--- src/hdl/asi_pkg.sv ---
/*
 Shared constants for the access sequence status indicator: register map,
 sequence state codes, blink and timeout figures.
 Assumes a 125 MHz system clock.
*/
package asi_pkg;
	localparam int unsigned CLK_HZ        = 125_000_000;
	localparam int unsigned SLOW_BLINK_HZ = 1;
	localparam int unsigned FAST_BLINK_HZ = 4;
	localparam int unsigned PAUSE_S       = 2;
	localparam int unsigned EXIT_LIMIT_S  = 60;
	localparam int unsigned CHECK_MIN_MS  = 500;
	localparam int unsigned CHECK_MAX_MS  = 10_000;
	// Half periods of the blink rates, in cycles
	localparam int unsigned SLOW_HALF_CYC = CLK_HZ / (2 * SLOW_BLINK_HZ);
	localparam int unsigned FAST_HALF_CYC = CLK_HZ / (2 * FAST_BLINK_HZ);
	localparam int unsigned PAUSE_CYC     = CLK_HZ * PAUSE_S;
	// Exit limit needs more than 32 bits at the full clock rate
	localparam longint unsigned EXIT_CYC  = 64'(CLK_HZ) * EXIT_LIMIT_S;
	localparam int unsigned CHECK_MIN_CYC = (CLK_HZ / 1000) * CHECK_MIN_MS;
	localparam int unsigned CHECK_MAX_CYC = (CLK_HZ / 1000) * CHECK_MAX_MS;

	// Register byte offsets
	localparam logic [3:0] CTRL_OFS   = 4'h0;
	localparam logic [3:0] STATUS_OFS = 4'h4;
	// Control fields
	localparam int unsigned CTRL_CLR_BIT = 0;
	localparam int unsigned CTRL_DIS_BIT = 1;
	localparam logic [1:0]  CTRL_RST_VAL = 2'h0;
	// Status fields
	localparam int unsigned ST_SEQERR_BIT = 0;
	localparam int unsigned ST_HWERR_BIT  = 1;
	localparam int unsigned ST_STATE_LSB  = 4;

	// Indicator patterns
	typedef enum logic [2:0] {
		PAT_OFF    = 3'b000,
		PAT_ON     = 3'b001,
		PAT_SLOW   = 3'b010,
		PAT_FAST   = 3'b011,
		PAT_DBL    = 3'b100,
		PAT_QUAD   = 3'b101
	} asi_pat_t;

	// Sequence states
	typedef enum logic [3:0] {
		ST_RUN       = 4'b0000,
		ST_STOPPING  = 4'b0001,
		ST_OPEN_WAIT = 4'b0010,
		ST_INSIDE    = 4'b0011,
		ST_CHECKING  = 4'b0100,
		ST_EXITING   = 4'b0101,
		ST_CLOSED    = 4'b0110,
		ST_LOCK_WAIT = 4'b0111,
		ST_RESET_REQ = 4'b1000,
		ST_LOCK_FAIL = 4'b1001,
		ST_SEQ_ERR   = 4'b1010,
		ST_HW_ERR    = 4'b1011,
		ST_KEY_AWAY  = 4'b1100
	} asi_state_t;
endpackage

--- src/hdl/asi_blink.sv ---
/*
 Pattern generator for one indicator: steady, 1 Hz, 4 Hz, and flash bursts
 followed by a two second dark pause.
 Assumes restart pulses whenever the selected pattern changes.
*/
`timescale 1ns/1ns
module asi_blink
	import asi_pkg::*;
#(
	parameter int unsigned SLOW_HALF = SLOW_HALF_CYC,
	parameter int unsigned FAST_HALF = FAST_HALF_CYC,
	parameter int unsigned PAUSE     = PAUSE_CYC
) (
	// Clock and reset
	input  wire logic     aclk,
	input  wire logic     aresetn,
	// Pattern control
	input  wire asi_pat_t pattern,
	input  wire logic     restart,
	// Lamp drive
	output logic          lamp
);
	localparam int CW = $clog2(PAUSE + 1);

	logic [CW-1:0] cnt_q;
	logic          phase_q;
	logic [2:0]    flashes_q;
	logic          paused_q;
	logic [CW-1:0] half;
	logic [2:0]    burst;

	// Burst patterns pick the rate and the flash count
	always_comb begin
		half  = (pattern == PAT_FAST || pattern == PAT_QUAD) ? CW'(FAST_HALF) : CW'(SLOW_HALF);
		burst = (pattern == PAT_QUAD) ? 3'h4 : 3'h2;
	end

	// Timebase, restarted so a new blinking pattern always begins lit
	always_ff @(posedge aclk) begin
		if (!aresetn || restart) begin
			cnt_q     <= '0;
			phase_q   <= 1'b1;
			flashes_q <= 3'h0;
			paused_q  <= 1'b0;
		end else if (paused_q) begin
			if (cnt_q == CW'(PAUSE - 1)) begin
				cnt_q    <= '0;
				paused_q <= 1'b0;
				phase_q  <= 1'b1;
			end else begin
				cnt_q <= cnt_q + 1'b1;
			end
		end else if (cnt_q == half - 1'b1) begin
			cnt_q   <= '0;
			phase_q <= ~phase_q;
			// Count completed flashes at the end of each dark half
			if (!phase_q && (pattern == PAT_DBL || pattern == PAT_QUAD)) begin
				if (flashes_q == burst - 3'h1) begin
					flashes_q <= 3'h0;
					paused_q  <= 1'b1;
					phase_q   <= 1'b0;
				end else begin
					flashes_q <= flashes_q + 3'h1;
				end
			end
		end else begin
			cnt_q <= cnt_q + 1'b1;
		end
	end

	// Lamp output from a flip-flop
	always_ff @(posedge aclk) begin
		if (!aresetn)
			lamp <= 1'b0;
		else case (pattern)
			PAT_OFF:  lamp <= 1'b0;
			PAT_ON:   lamp <= 1'b1;
			default:  lamp <= phase_q & ~paused_q;
		endcase
	end
endmodule

--- src/hdl/asi_top.sv ---
/*
 Access sequence status indicator: tracks the key based entry and exit
 sequence of one guarded door and drives the entry and clearance lamps,
 relay channel lamps, the error flags and the latch lock request.
 Assumes synchronous, debounced inputs and an AXI4-Lite master.
*/
// Design decisions made here: the AXI4-Lite interface to the registers and the register addresses.
`timescale 1ns/1ns
module asi_top
	import asi_pkg::*;
#(
	parameter int unsigned SLOW_HALF = SLOW_HALF_CYC,
	parameter int unsigned FAST_HALF = FAST_HALF_CYC,
	parameter int unsigned PAUSE     = PAUSE_CYC,
	parameter longint unsigned EXIT_MAX = EXIT_CYC,
	parameter int unsigned CHK_MIN   = CHECK_MIN_CYC,
	parameter int unsigned CHK_MAX   = CHECK_MAX_CYC
) (
	// Clock and reset
	input  wire logic        aclk,
	input  wire logic        aresetn,
	// AXI4-Lite write channels
	input  wire logic [3:0]  s_axi_awaddr,
	input  wire logic        s_axi_awvalid,
	output logic             s_axi_awready,
	input  wire logic [31:0] s_axi_wdata,
	input  wire logic [3:0]  s_axi_wstrb,
	input  wire logic        s_axi_wvalid,
	output logic             s_axi_wready,
	output logic [1:0]       s_axi_bresp,
	output logic             s_axi_bvalid,
	input  wire logic        s_axi_bready,
	// AXI4-Lite read channels
	input  wire logic [3:0]  s_axi_araddr,
	input  wire logic        s_axi_arvalid,
	output logic             s_axi_arready,
	output logic [31:0]      s_axi_rdata,
	output logic [1:0]       s_axi_rresp,
	output logic             s_axi_rvalid,
	input  wire logic        s_axi_rready,
	// Operator side
	input  wire logic        entry_key_in,
	input  wire logic        clear_key_in,
	input  wire logic        door_closed,
	input  wire logic        latch_locked,
	input  wire logic        reset_button,
	// Machine side
	input  wire logic        relay_channel_one,
	input  wire logic        relay_channel_two,
	input  wire logic        standstill,
	input  wire logic        hw_fault_in,
	// Outputs
	output logic             relay_enable,
	output logic             latch_lock_req,
	output logic             entry_green,
	output logic             entry_blue,
	output logic             entry_white,
	output logic             clear_white,
	output logic             relay_one_lamp,
	output logic             relay_two_lamp,
	output logic             sequence_error_flag,
	output logic             hardware_fault_flag
);
	localparam int TW = $clog2((EXIT_MAX > CHK_MAX ? EXIT_MAX : CHK_MAX) + 1);

	asi_state_t    state_q, state_d;
	logic [TW-1:0] tmr_q;
	logic          seq_err_q, hw_err_q;
	logic [1:0]    ctrl_q;
	logic          relay_on;
	logic          state_chg;
	logic          key_hold_ok;
	logic          clear_key_q;
	asi_pat_t      pat_g, pat_b, pat_we, pat_wc;
	asi_pat_t      pat_g_q, pat_b_q, pat_we_q, pat_wc_q;

	assign relay_on  = relay_channel_one & relay_channel_two;
	assign state_chg = (state_d != state_q);

	// Key held in clearance holder within the allowed window
	assign key_hold_ok = (tmr_q >= TW'(CHK_MIN)) && (tmr_q <= TW'(CHK_MAX));

	// Sequence state machine
	always_comb begin
		state_d = state_q;
		case (state_q)
			ST_RUN:
				if (!entry_key_in || !door_closed)
					state_d = ST_STOPPING;
			ST_STOPPING:
				// Latch held until standstill confirmed
				if (standstill)
					state_d = ST_OPEN_WAIT;
			ST_OPEN_WAIT:
				if (!door_closed)
					state_d = ST_INSIDE;
				else if (entry_key_in)
					state_d = ST_KEY_AWAY;
			ST_KEY_AWAY:
				// Door never opened, so reinsertion needs only a reset
				state_d = ST_LOCK_WAIT;
			ST_INSIDE:
				if (clear_key_in)
					state_d = ST_CHECKING;
				else if (door_closed && entry_key_in)
					state_d = ST_SEQ_ERR;
			ST_CHECKING:
				if (!clear_key_in)
					state_d = key_hold_ok ? ST_EXITING : ST_INSIDE;
			ST_EXITING:
				if (tmr_q >= TW'(EXIT_MAX - 1))
					state_d = ST_SEQ_ERR;
				else if (door_closed)
					state_d = ST_CLOSED;
			ST_CLOSED:
				if (!door_closed)
					state_d = ST_INSIDE;
				else if (entry_key_in)
					state_d = ST_LOCK_WAIT;
			ST_LOCK_WAIT:
				if (latch_locked)
					state_d = ST_RESET_REQ;
				else if (tmr_q >= TW'(PAUSE - 1))
					state_d = ST_LOCK_FAIL;
			ST_LOCK_FAIL:
				if (latch_locked)
					state_d = ST_RESET_REQ;
			ST_RESET_REQ:
				if (!latch_locked || !door_closed)
					state_d = ST_LOCK_FAIL;
				else if (reset_button)
					state_d = ST_RUN;
			ST_SEQ_ERR:
				// Only the clearance key (a fresh checkout) or a hardware fault leaves it
				if (clear_key_in)
					state_d = ST_CHECKING;
			ST_HW_ERR:
				if (!hw_fault_in && ctrl_q[CTRL_CLR_BIT])
					state_d = ST_STOPPING;
			default:
				state_d = ST_STOPPING;
		endcase
		if (hw_fault_in && state_q != ST_HW_ERR)
			state_d = ST_HW_ERR;
		// Software freeze holds the safe stop path only
		if (ctrl_q[CTRL_DIS_BIT] && state_q == ST_RUN)
			state_d = ST_STOPPING;
	end

	// State register, safe stop after reset
	always_ff @(posedge aclk) begin
		if (!aresetn)
			state_q <= ST_STOPPING;
		else
			state_q <= state_d;
	end

	// Interval timer restarted on every state change
	always_ff @(posedge aclk) begin
		if (!aresetn || state_chg)
			tmr_q <= '0;
		else if (tmr_q != {TW{1'b1}})
			tmr_q <= tmr_q + 1'b1;
	end

	// Error flags; set wins over a software clear
	always_ff @(posedge aclk) begin
		if (!aresetn) begin
			seq_err_q <= 1'b0;
			hw_err_q  <= 1'b0;
		end else begin
			seq_err_q <= (state_d == ST_SEQ_ERR) | (state_q == ST_LOCK_FAIL) |
				(seq_err_q & ~ctrl_q[CTRL_CLR_BIT]);
			hw_err_q  <= hw_fault_in | (hw_err_q & ~ctrl_q[CTRL_CLR_BIT]);
		end
	end
	assign sequence_error_flag = seq_err_q;
	assign hardware_fault_flag = hw_err_q;

	// Relay enable and latch lock request from flip-flops
	always_ff @(posedge aclk) begin
		if (!aresetn) begin
			relay_enable   <= 1'b0;
			latch_lock_req <= 1'b1;
		end else begin
			relay_enable   <= (state_d == ST_RUN);
			latch_lock_req <= !(state_d inside {ST_OPEN_WAIT, ST_INSIDE, ST_CHECKING,
				ST_EXITING, ST_SEQ_ERR});
		end
	end

	// Relay channel lamps mirror each channel
	always_ff @(posedge aclk) begin
		if (!aresetn) begin
			relay_one_lamp <= 1'b0;
			relay_two_lamp <= 1'b0;
		end else begin
			relay_one_lamp <= relay_channel_one;
			relay_two_lamp <= relay_channel_two;
		end
	end

	// Lamp pattern selection per state
	always_comb begin
		// Green follows relay and stop status
		if (relay_on)
			pat_g = PAT_ON;
		else if (!standstill)
			pat_g = PAT_SLOW;
		else
			pat_g = PAT_OFF;
		pat_b = (state_q == ST_RESET_REQ) ? PAT_SLOW : PAT_OFF;
		case (state_q)
			ST_RUN, ST_STOPPING: begin
				pat_we = PAT_OFF;
				pat_wc = PAT_OFF;
			end
			ST_OPEN_WAIT: begin
				pat_we = PAT_DBL;
				pat_wc = PAT_ON;
			end
			ST_KEY_AWAY: begin
				pat_we = PAT_DBL;
				pat_wc = PAT_ON;
			end
			ST_INSIDE: begin
				pat_we = PAT_ON;
				pat_wc = PAT_SLOW;
			end
			ST_CHECKING: begin
				pat_we = PAT_SLOW;
				pat_wc = PAT_ON;
			end
			ST_EXITING: begin
				pat_we = PAT_DBL;
				pat_wc = PAT_ON;
			end
			ST_CLOSED: begin
				pat_we = PAT_SLOW;
				pat_wc = PAT_ON;
			end
			ST_LOCK_FAIL: begin
				pat_we = PAT_QUAD;
				pat_wc = PAT_ON;
			end
			ST_SEQ_ERR, ST_HW_ERR: begin
				pat_we = PAT_FAST;
				pat_wc = PAT_FAST;
			end
			default: begin
				pat_we = PAT_OFF;
				pat_wc = PAT_OFF;
			end
		endcase
	end

	// Last patterns, so each lamp restarts cleanly on a change
	always_ff @(posedge aclk) begin
		if (!aresetn) begin
			pat_g_q  <= PAT_OFF;
			pat_b_q  <= PAT_OFF;
			pat_we_q <= PAT_OFF;
			pat_wc_q <= PAT_OFF;
		end else begin
			pat_g_q  <= pat_g;
			pat_b_q  <= pat_b;
			pat_we_q <= pat_we;
			pat_wc_q <= pat_wc;
		end
	end

	asi_blink #(.SLOW_HALF(SLOW_HALF), .FAST_HALF(FAST_HALF), .PAUSE(PAUSE)) u_green (
		.aclk    (aclk),
		.aresetn (aresetn),
		.pattern (pat_g),
		.restart (pat_g != pat_g_q),
		.lamp    (entry_green)
	);
	asi_blink #(.SLOW_HALF(SLOW_HALF), .FAST_HALF(FAST_HALF), .PAUSE(PAUSE)) u_blue (
		.aclk    (aclk),
		.aresetn (aresetn),
		.pattern (pat_b),
		.restart (pat_b != pat_b_q),
		.lamp    (entry_blue)
	);
	asi_blink #(.SLOW_HALF(SLOW_HALF), .FAST_HALF(FAST_HALF), .PAUSE(PAUSE)) u_went (
		.aclk    (aclk),
		.aresetn (aresetn),
		.pattern (pat_we),
		.restart (pat_we != pat_we_q),
		.lamp    (entry_white)
	);
	asi_blink #(.SLOW_HALF(SLOW_HALF), .FAST_HALF(FAST_HALF), .PAUSE(PAUSE)) u_wclr (
		.aclk    (aclk),
		.aresetn (aresetn),
		.pattern (pat_wc),
		.restart (pat_wc != pat_wc_q),
		.lamp    (clear_white)
	);

	// AXI4-Lite write: take address and data in either order
	logic       aw_got_q, w_got_q;
	logic [3:0] aw_q;
	logic [1:0] wd_q;
	logic       w_strb0_q;

	assign s_axi_awready = !aw_got_q && !s_axi_bvalid;
	assign s_axi_wready  = !w_got_q && !s_axi_bvalid;
	assign s_axi_bresp   = 2'h0;

	always_ff @(posedge aclk) begin
		if (!aresetn) begin
			aw_got_q     <= 1'b0;
			w_got_q      <= 1'b0;
			aw_q         <= 4'h0;
			wd_q         <= 2'h0;
			w_strb0_q    <= 1'b0;
			s_axi_bvalid <= 1'b0;
		end else begin
			if (s_axi_awvalid && s_axi_awready) begin
				aw_got_q <= 1'b1;
				aw_q     <= s_axi_awaddr;
			end
			if (s_axi_wvalid && s_axi_wready) begin
				w_got_q   <= 1'b1;
				wd_q      <= s_axi_wdata[1:0];
				w_strb0_q <= s_axi_wstrb[0];
			end
			if (aw_got_q && w_got_q) begin
				aw_got_q     <= 1'b0;
				w_got_q      <= 1'b0;
				s_axi_bvalid <= 1'b1;
			end else if (s_axi_bvalid && s_axi_bready) begin
				s_axi_bvalid <= 1'b0;
			end
		end
	end

	// Control register; clear bit is self clearing
	always_ff @(posedge aclk) begin
		if (!aresetn)
			ctrl_q <= CTRL_RST_VAL;
		else if (aw_got_q && w_got_q && aw_q == CTRL_OFS && w_strb0_q)
			ctrl_q <= wd_q;
		else
			ctrl_q[CTRL_CLR_BIT] <= 1'b0;
	end

	// AXI4-Lite read; unmapped offsets read zero with OKAY
	assign s_axi_arready = !s_axi_rvalid;
	assign s_axi_rresp   = 2'h0;

	always_ff @(posedge aclk) begin
		if (!aresetn) begin
			s_axi_rvalid <= 1'b0;
			s_axi_rdata  <= 32'h0;
			clear_key_q  <= 1'b0;
		end else begin
			clear_key_q <= clear_key_in;
			if (s_axi_arvalid && s_axi_arready) begin
				s_axi_rvalid <= 1'b1;
				if (s_axi_araddr == CTRL_OFS)
					s_axi_rdata <= {30'h0, ctrl_q};
				else if (s_axi_araddr == STATUS_OFS)
					s_axi_rdata <= {24'h0, state_q, 2'h0, hw_err_q, seq_err_q};
				else
					s_axi_rdata <= 32'h0;
			end else if (s_axi_rvalid && s_axi_rready) begin
				s_axi_rvalid <= 1'b0;
			end
		end
	end
endmodule

--- config.mk ---
export PLATFORM = sky130hd
export DESIGN_NAME = asi_top
export DESIGN_NICKNAME = d
export VERILOG_FILES = /design/src/hdl/asi_pkg.sv /design/src/hdl/asi_blink.sv /design/src/hdl/asi_top.sv
export SDC_FILE = /design/constraint.sdc
export NUM_CORES = 1
export LEC_CHECK = 0
export BUFFER_PORTS_ARGS = -buffer_cell sky130_fd_sc_hd__buf_4
export CAP_MARGIN = 25
export CORE_MARGIN = 2
export CORE_UTILIZATION = 27
export DETAILED_ROUTE_END_ITERATION = 6
export SETUP_SLACK_MARGIN = 0.2
export SLEW_MARGIN = 20
export SYNTH_ARGS = -nofsm -noshare
export SYNTH_HDL_FRONTEND = slang
export SYNTH_HIERARCHICAL = 1
export SYNTH_SLANG_ARGS = --single-unit
--- constraint.sdc ---
create_clock -name aclk -period 3.8 [get_ports aclk]
set_input_delay 0 -clock aclk [delete_from_list [all_inputs] [get_ports aclk]]
set_output_delay 0 -clock aclk [all_outputs]
set_load 0.1 [all_outputs]
### Yosys cells after proc, flatten, opt, wreduce, memory -nomap -nowiden

Memory sizes are Yosys's and may differ from the RTL's. A register that Yosys moved wholly into a read port is not among the register bits.
Cells that the tools add are included.

| cells by class | value |
|---|---|
| add/subtract/negate cells | 17 |
| order comparisons | 4 |
| eq/ne operators | 57 |
| multiplexer cells | 100 |
| bitwise logic cells | 20 |
| reductions and logical operators | 73 |

Operators with widths:

| operator | count |
|---|---|
| $mux W28 | 12 |
| $add A28 B1 Y28 const B | 4 |
| $eq A28 B28 Y1 | 4 |
| $eq A28 B28 Y1 const B | 4 |
| $sub A28 B1 Y28 const B | 4 |
| $mux W26 | 4 |
| $mux W4 | 21 |
| $pmux W4 S13 | 1 |
| $mux W1 | 44 |
| $add A33 B1 Y33 const B | 1 |
| $ge A33 B26 Y1 const B | 1 |
| $ge A33 B28 Y1 const B | 1 |
| $ge A33 B33 Y1 const B | 1 |
| $le A33 B31 Y1 const B | 1 |
| $ne A33 B33 Y1 const B | 1 |
| $eq A4 B3 Y1 const B | 7 |
| $mux W3 | 9 |
| $eq A4 B4 Y1 const B | 6 |
| $logic_and A1 B1 Y1 | 19 |
| $eq A4 B2 Y1 const B | 4 |
| $logic_not A4 Y1 | 4 |
| $mux W8 | 2 |
| $logic_or A1 B1 Y1 | 15 |
| $logic_not A1 Y1 | 14 |
| other kinds (26) | 87 |

| storage, ports and cells | value |
|---|---|
| register bits | 236 |
| memory bits (read-only) | 80 |
| bits of input ports | 60 |
| output and inout bits | 51 |
| word-level logic and storage cells | 314 |
| memories | 1 |

Memory list:

| name | words | bits a word | rd ports | clocked after Yosys merged registers in | write ports | line | RTL |
|---|---|---|---|---|---|---|---|
| (name not given) | 16 | 5 | 1 | 1 | 0 | asi_top.sv:213 | `case (state_q)` |

### Longest topological paths before layout

| logic depth | value |
|---|---|
| word-level depth | 10 |
| depth in mapped cells | 15 |
| gate-level depth less buffers | 13 |

### By module

The synthesis kept the hierarchy.

Modules (own cells, without submodules):

| module | times used | cells an instance | area each (µm²) | seq. area each (µm²) |
|---|---|---|---|---|
| asi_blink | 4 | 190 | 1,655.3 | 680.7 |
| asi_top | 1 | 568 | 4,694.5 | 1,501.4 |

### Worst setup path after synthesis

OpenSTA, ideal clock, no wires.

| timing | value |
|---|---|
| path kind | register -> register |
| start | register tmr_q[10] |
| end | register tmr_q[10] |
| library setup time | 61 ps |
| data arrival time | 3,043 ps |
| data required time | 3,739 ps |
| setup slack | 696 ps |
| stages on the path, launching flop included | 11 |
| buffers on the path | 2 |
| period minus slack after synthesis | 3,104 ps |
| path through | dfxtp_1 buf_6 or4b_1 or4_4 nor3_2 o2111ai_1 a221oi_2 nand3b_1 a222oi_1 buf_4 and4_1 |

| between the ends | value |
|---|---|
| cells in the longest elaborated chain, start to end | 9 |
| elaborated cells on any way between the ends | 17 |
| those cells by class | 1 x add/sub; 4 x order compare; 2 x eq/ne; 8 x mux; 2 x reduce/logical |

Ends and longest elaborated chain:

| what | line | RTL |
|---|---|---|
| from (decl) | asi_top.sv:67 | `logic [TW-1:0] tmr_q;` |
| from (signal assigned) | asi_top.sv:163 | `tmr_q <= tmr_q + 1'b1;` |
| $ge A33 B26 Y1 / $le A33 B31 Y1 (equally long branches) | asi_top.sv:81 | `assign key_hold_ok = (tmr_q >= TW'(CHK_MIN)) && (tmr_q <= TW'(CHK_MAX));` |
| $logic_and A1 B1 Y1 | asi_top.sv:81 |  |
| $mux W3 | asi_top.sv:109 | `state_d = key_hold_ok ? ST_EXITING : ST_INSIDE;` |
| $mux W4 | asi_top.sv:108 | `if (!clear_key_in)` |
| $pmux W4 S13 | asi_top.sv:86 | `case (state_q)` |
| $mux W4 | asi_top.sv:143 | `if (hw_fault_in && state_q != ST_HW_ERR)` |
| $mux W4 | asi_top.sv:146 | `if (ctrl_q[CTRL_DIS_BIT] && state_q == ST_RUN)` |
| $ne A4 B4 Y1 | asi_top.sv:78 | `assign state_chg = (state_d != state_q);` |
| $logic_or A1 B1 Y1 | asi_top.sv:160 | `if (!aresetn \|\| state_chg)` |

Several ways; a longest one is shown, not always the timed one.
A chain may end at the register's enable or synchronous reset.

### Final worst setup path

| timing | value |
|---|---|
| start | register tmr_q[16] |
| end | register tmr_q[0] |

Same word-level chain as after synthesis.

==> results.yml <==
sta:
  worst_slew_pin_slew_ns: 0.915
  finClkSkew_ns: 0.00926
  setup_slack_ns: 0.521
  finalSetupViolations: 0
  finalHoldViolations: 3
  finalSetupTns_ns: 0
  slew_violations: 0
  slew_headroom_pct: 38.9
  fin_crit_ns: 3.28
  fmax_mhz: 305
  hold_ws_ns: -0.0119
  period_share_pct: 86.3
  rsz0062_at_grt: "no"
synthesis:
  synth_seq_area_share_pct: 37.3
  synthTopCellsByArea: "dfxtp_1, xor2_1, nor2_1"
  synth_flop_cell: "dfxtp_1"
  syn-instance-count: 1328
  syn-cell-area_um2: 11300
  yosysUniqueCellTypes: 77
  ys_ff_latch: 211
  yosysMostFrequentCell: "dfxtp_1"
  yosys_warnings: 6
  synth_edf_count: 0
  postSynthAreaPerCell_um2: 8.52
  synth_area_leader_cell: "dfxtp_1"
  synth_top_area_share_pct: 37.3
  synthTopCellsByCount: "dfxtp_1, nor2_1, nand2_1, xor2_1"
  synthArstFlopShare_pct: 0
global_routing:
  grt-ovfl-total: 0
  grt_usage_pct: 11.6
  antenna_found_initial: 0
  grt_pass1_wl_um: 43600
  grt_pass1_vias: 8812
  grt_max_degree: 54
critical_path:
  critPathMaxFanout: 33
  rr_startpoint: "tmr_q[16]"
  cp-start-kind: "flip-flop"
  critical_path_class: "flip-flop to flip-flop"
  startpoint: "tmr_q[16]"
  end_kind: "flip-flop"
  worstPathArrival_ns: 3.75
  cp.required_ns: 4.27
min_path:
  hold_start: "aresetn"
  hold_class: "input port to flip-flop"
pwr:
  internal_power_mw: 3.96
  power_density_nw_per_um2: 416
  irDropWorstVdd_mv: 0.305
  switching_power_mw: 1.52
  p_leak_nw: 4.57
  power_frac_seq_pct: 42.7
  pwr-share-comb_pct: 12.5
  total_power_mw: 5.47
  clock_power_share_pct: 44.8
  switching_share_pct: 27.7
cells_and_area:
  drive_gt1_share_pct: 10.3
  final_cells: 1949
  fin_nets: 1464
  area_delta_synth_final_pct: 16.3
  n_antenna_cell: 0
detailed_routing:
  drt-initial-drc-count: 671
  drt-total-wl_um: 25600
  vias: 9387
  first_pass_iters: 5
  drc: 0
  wl_per_cell_um: 13.1
  antenna_left: 0
  via_per_inst: 4.82
flow_run:
  max_cap_viol_count: 0
floorplan:
  io_pins: 111
  num_rows: 75
  dieArea_um2: 43600
  fp.dieW_um: 209
  die_h_um: 209
  coreArea_um2: 41700
  initial_core_util_pct: 27.2
clocking:
  cts.clk_slew.worst_paths_ns: 0.06
  insertion_delay_ns: 0.53
  root_buffer: "clkbuf_16"
  cts.path.max_buffers: 3
  tritoncts: "yes"
  numCtsBuffers: 26
  cts_max_level: 1
  cts.sinks: 211
  post_cts_buffers: 0
place:
  dp.cells: 1878
  hpwl_um: 17500
  place.gp.congestion: 0.839
  port_buffers: 47
  post-place-ws_ns: 0.458
run_status:
  status: "finished with violations"
  violations: "hold timing"
-- worst paths after layout --
path                           to  slack [ns]  cells after the start
hold / removal        u_went/lamp       -0.01                      2
setup / recovery         tmr_q[0]        0.52                      9
hold reg to reg   u_wclr/cnt_q[0]        0.46                      1
setup reg to reg         tmr_q[0]        0.52                      9
-- sequential cells by signal, summed over array words and instances, names as in the netlist, 2 cells and up --
name               cells
pat_g_q                2
u_blue/flashes_q       3
ctrl_q                 2
pat_wc                 2
u_green/cnt_q         28
pat_we                 3
u_went/flashes_q       3
aw_q                   4
s_axi_rdata            6
u_green/flashes_q      3
u_wclr/flashes_q       3
u_blue/cnt_q          28
pat_we_q               3
tmr_q                 33
pat_wc_q               2
u_wclr/cnt_q          28
wd_q                   2
u_went/cnt_q          28
state_q                4
-- routing by layer --
layer,global-route usage (%),wire length [um]
met2,18.1,11200
met1,16.2,12900
met4,3.47,429
met5,0,0
met3,1.98,1130
-- through the flow --
stage | util [%] | area, um2
floorplan | - | 11500
global placement | 28.9 | 12000
detailed placement | 28.9 | 12000
CTS | 31.5 | 13100
global route | 31.6 | 13200
finish | 31.6 | 13200
-- cell families after synthesis --
logic type | after synthesis | share of synthesized area (%)
buffers and inverters | 117 | 5.76
XOR/XNOR | 156 | 12.3
AND/OR/NAND/NOR | 684 | 33.2
flip-flops | 211 | 37.3
AO/OA/AOI/OAI | 126 | 8.13
other | 1 | 0.0331
multiplexers | 22 | 1.98
adder cells (fa/ha/maj) | 11 | 1.22
-- critical path: stages, from the launching register on --
cell and delay [ns]:
dfxtp_1 0.41, or4b_1 0.50, or4_4 0.51, nor3_2 0.16
o2111ai_1 0.17, a221oi_2 0.39, nand3b_1 0.14, a222oi_1 0.40
buf_6 0.28, and4_2 0.24
-- cell type report --
| type | instances | area [um2] |
|---|---|---|
| repair buffers | 81 | 682 |
| inverters | 23 | 86.3 |
| clock buffers | 39 | 801 |
| clock inverters | 6 | 60.1 |
| fillers | 4370 | 28500 |
| well taps | 539 | 674 |
| flip-flops and latches | 211 | 4230 |
| multi-input cells | 1050 | 6630 |
-- power by group through the flow --
stage	clock (mW)	sequential (mW)	combinational (mW)
floorplan	0	2.44	0.489
finish	2.45	2.34	0.682
global placement	0	2.38	0.650
CTS	2.54	2.34	0.680
detailed placement	0	2.38	0.657
global route	2.63	2.34	0.737
-- cells in the final DEF (no fill, tap or decap), types with 16 or more instances in the layout --
| cell | n |
|---|---|
| xor2_1 | 92 |
| clkbuf_16 | 27 |
| inv_1 | 23 |
| nand4_1 | 62 |
| mux2i_1 | 19 |
| nor2b_1 | 16 |
| nor4_1 | 20 |
| a21oi_1 | 38 |
| dlygate4sd3_1 | 25 |
| nor3b_1 | 23 |
| buf_4 | 54 |
| nor3_1 | 24 |
| nor2_1 | 200 |
| nand2_1 | 105 |
| and4_1 | 46 |
| conb_1 | 51 |
| and2_1 | 20 |
| dfxtp_1 | 210 |
| nand3_1 | 62 |
| xnor2_1 | 60 |
-- repair_timing --
item | in CTS | in global routing
gates resized for setup | 0 | 2
hold endpoints to repair | 22 | 0
endpoints found under the setup margin | 0 | 32
hold buffers | 25 | 0
No activity file was read; power rests on OpenSTA's default activity.
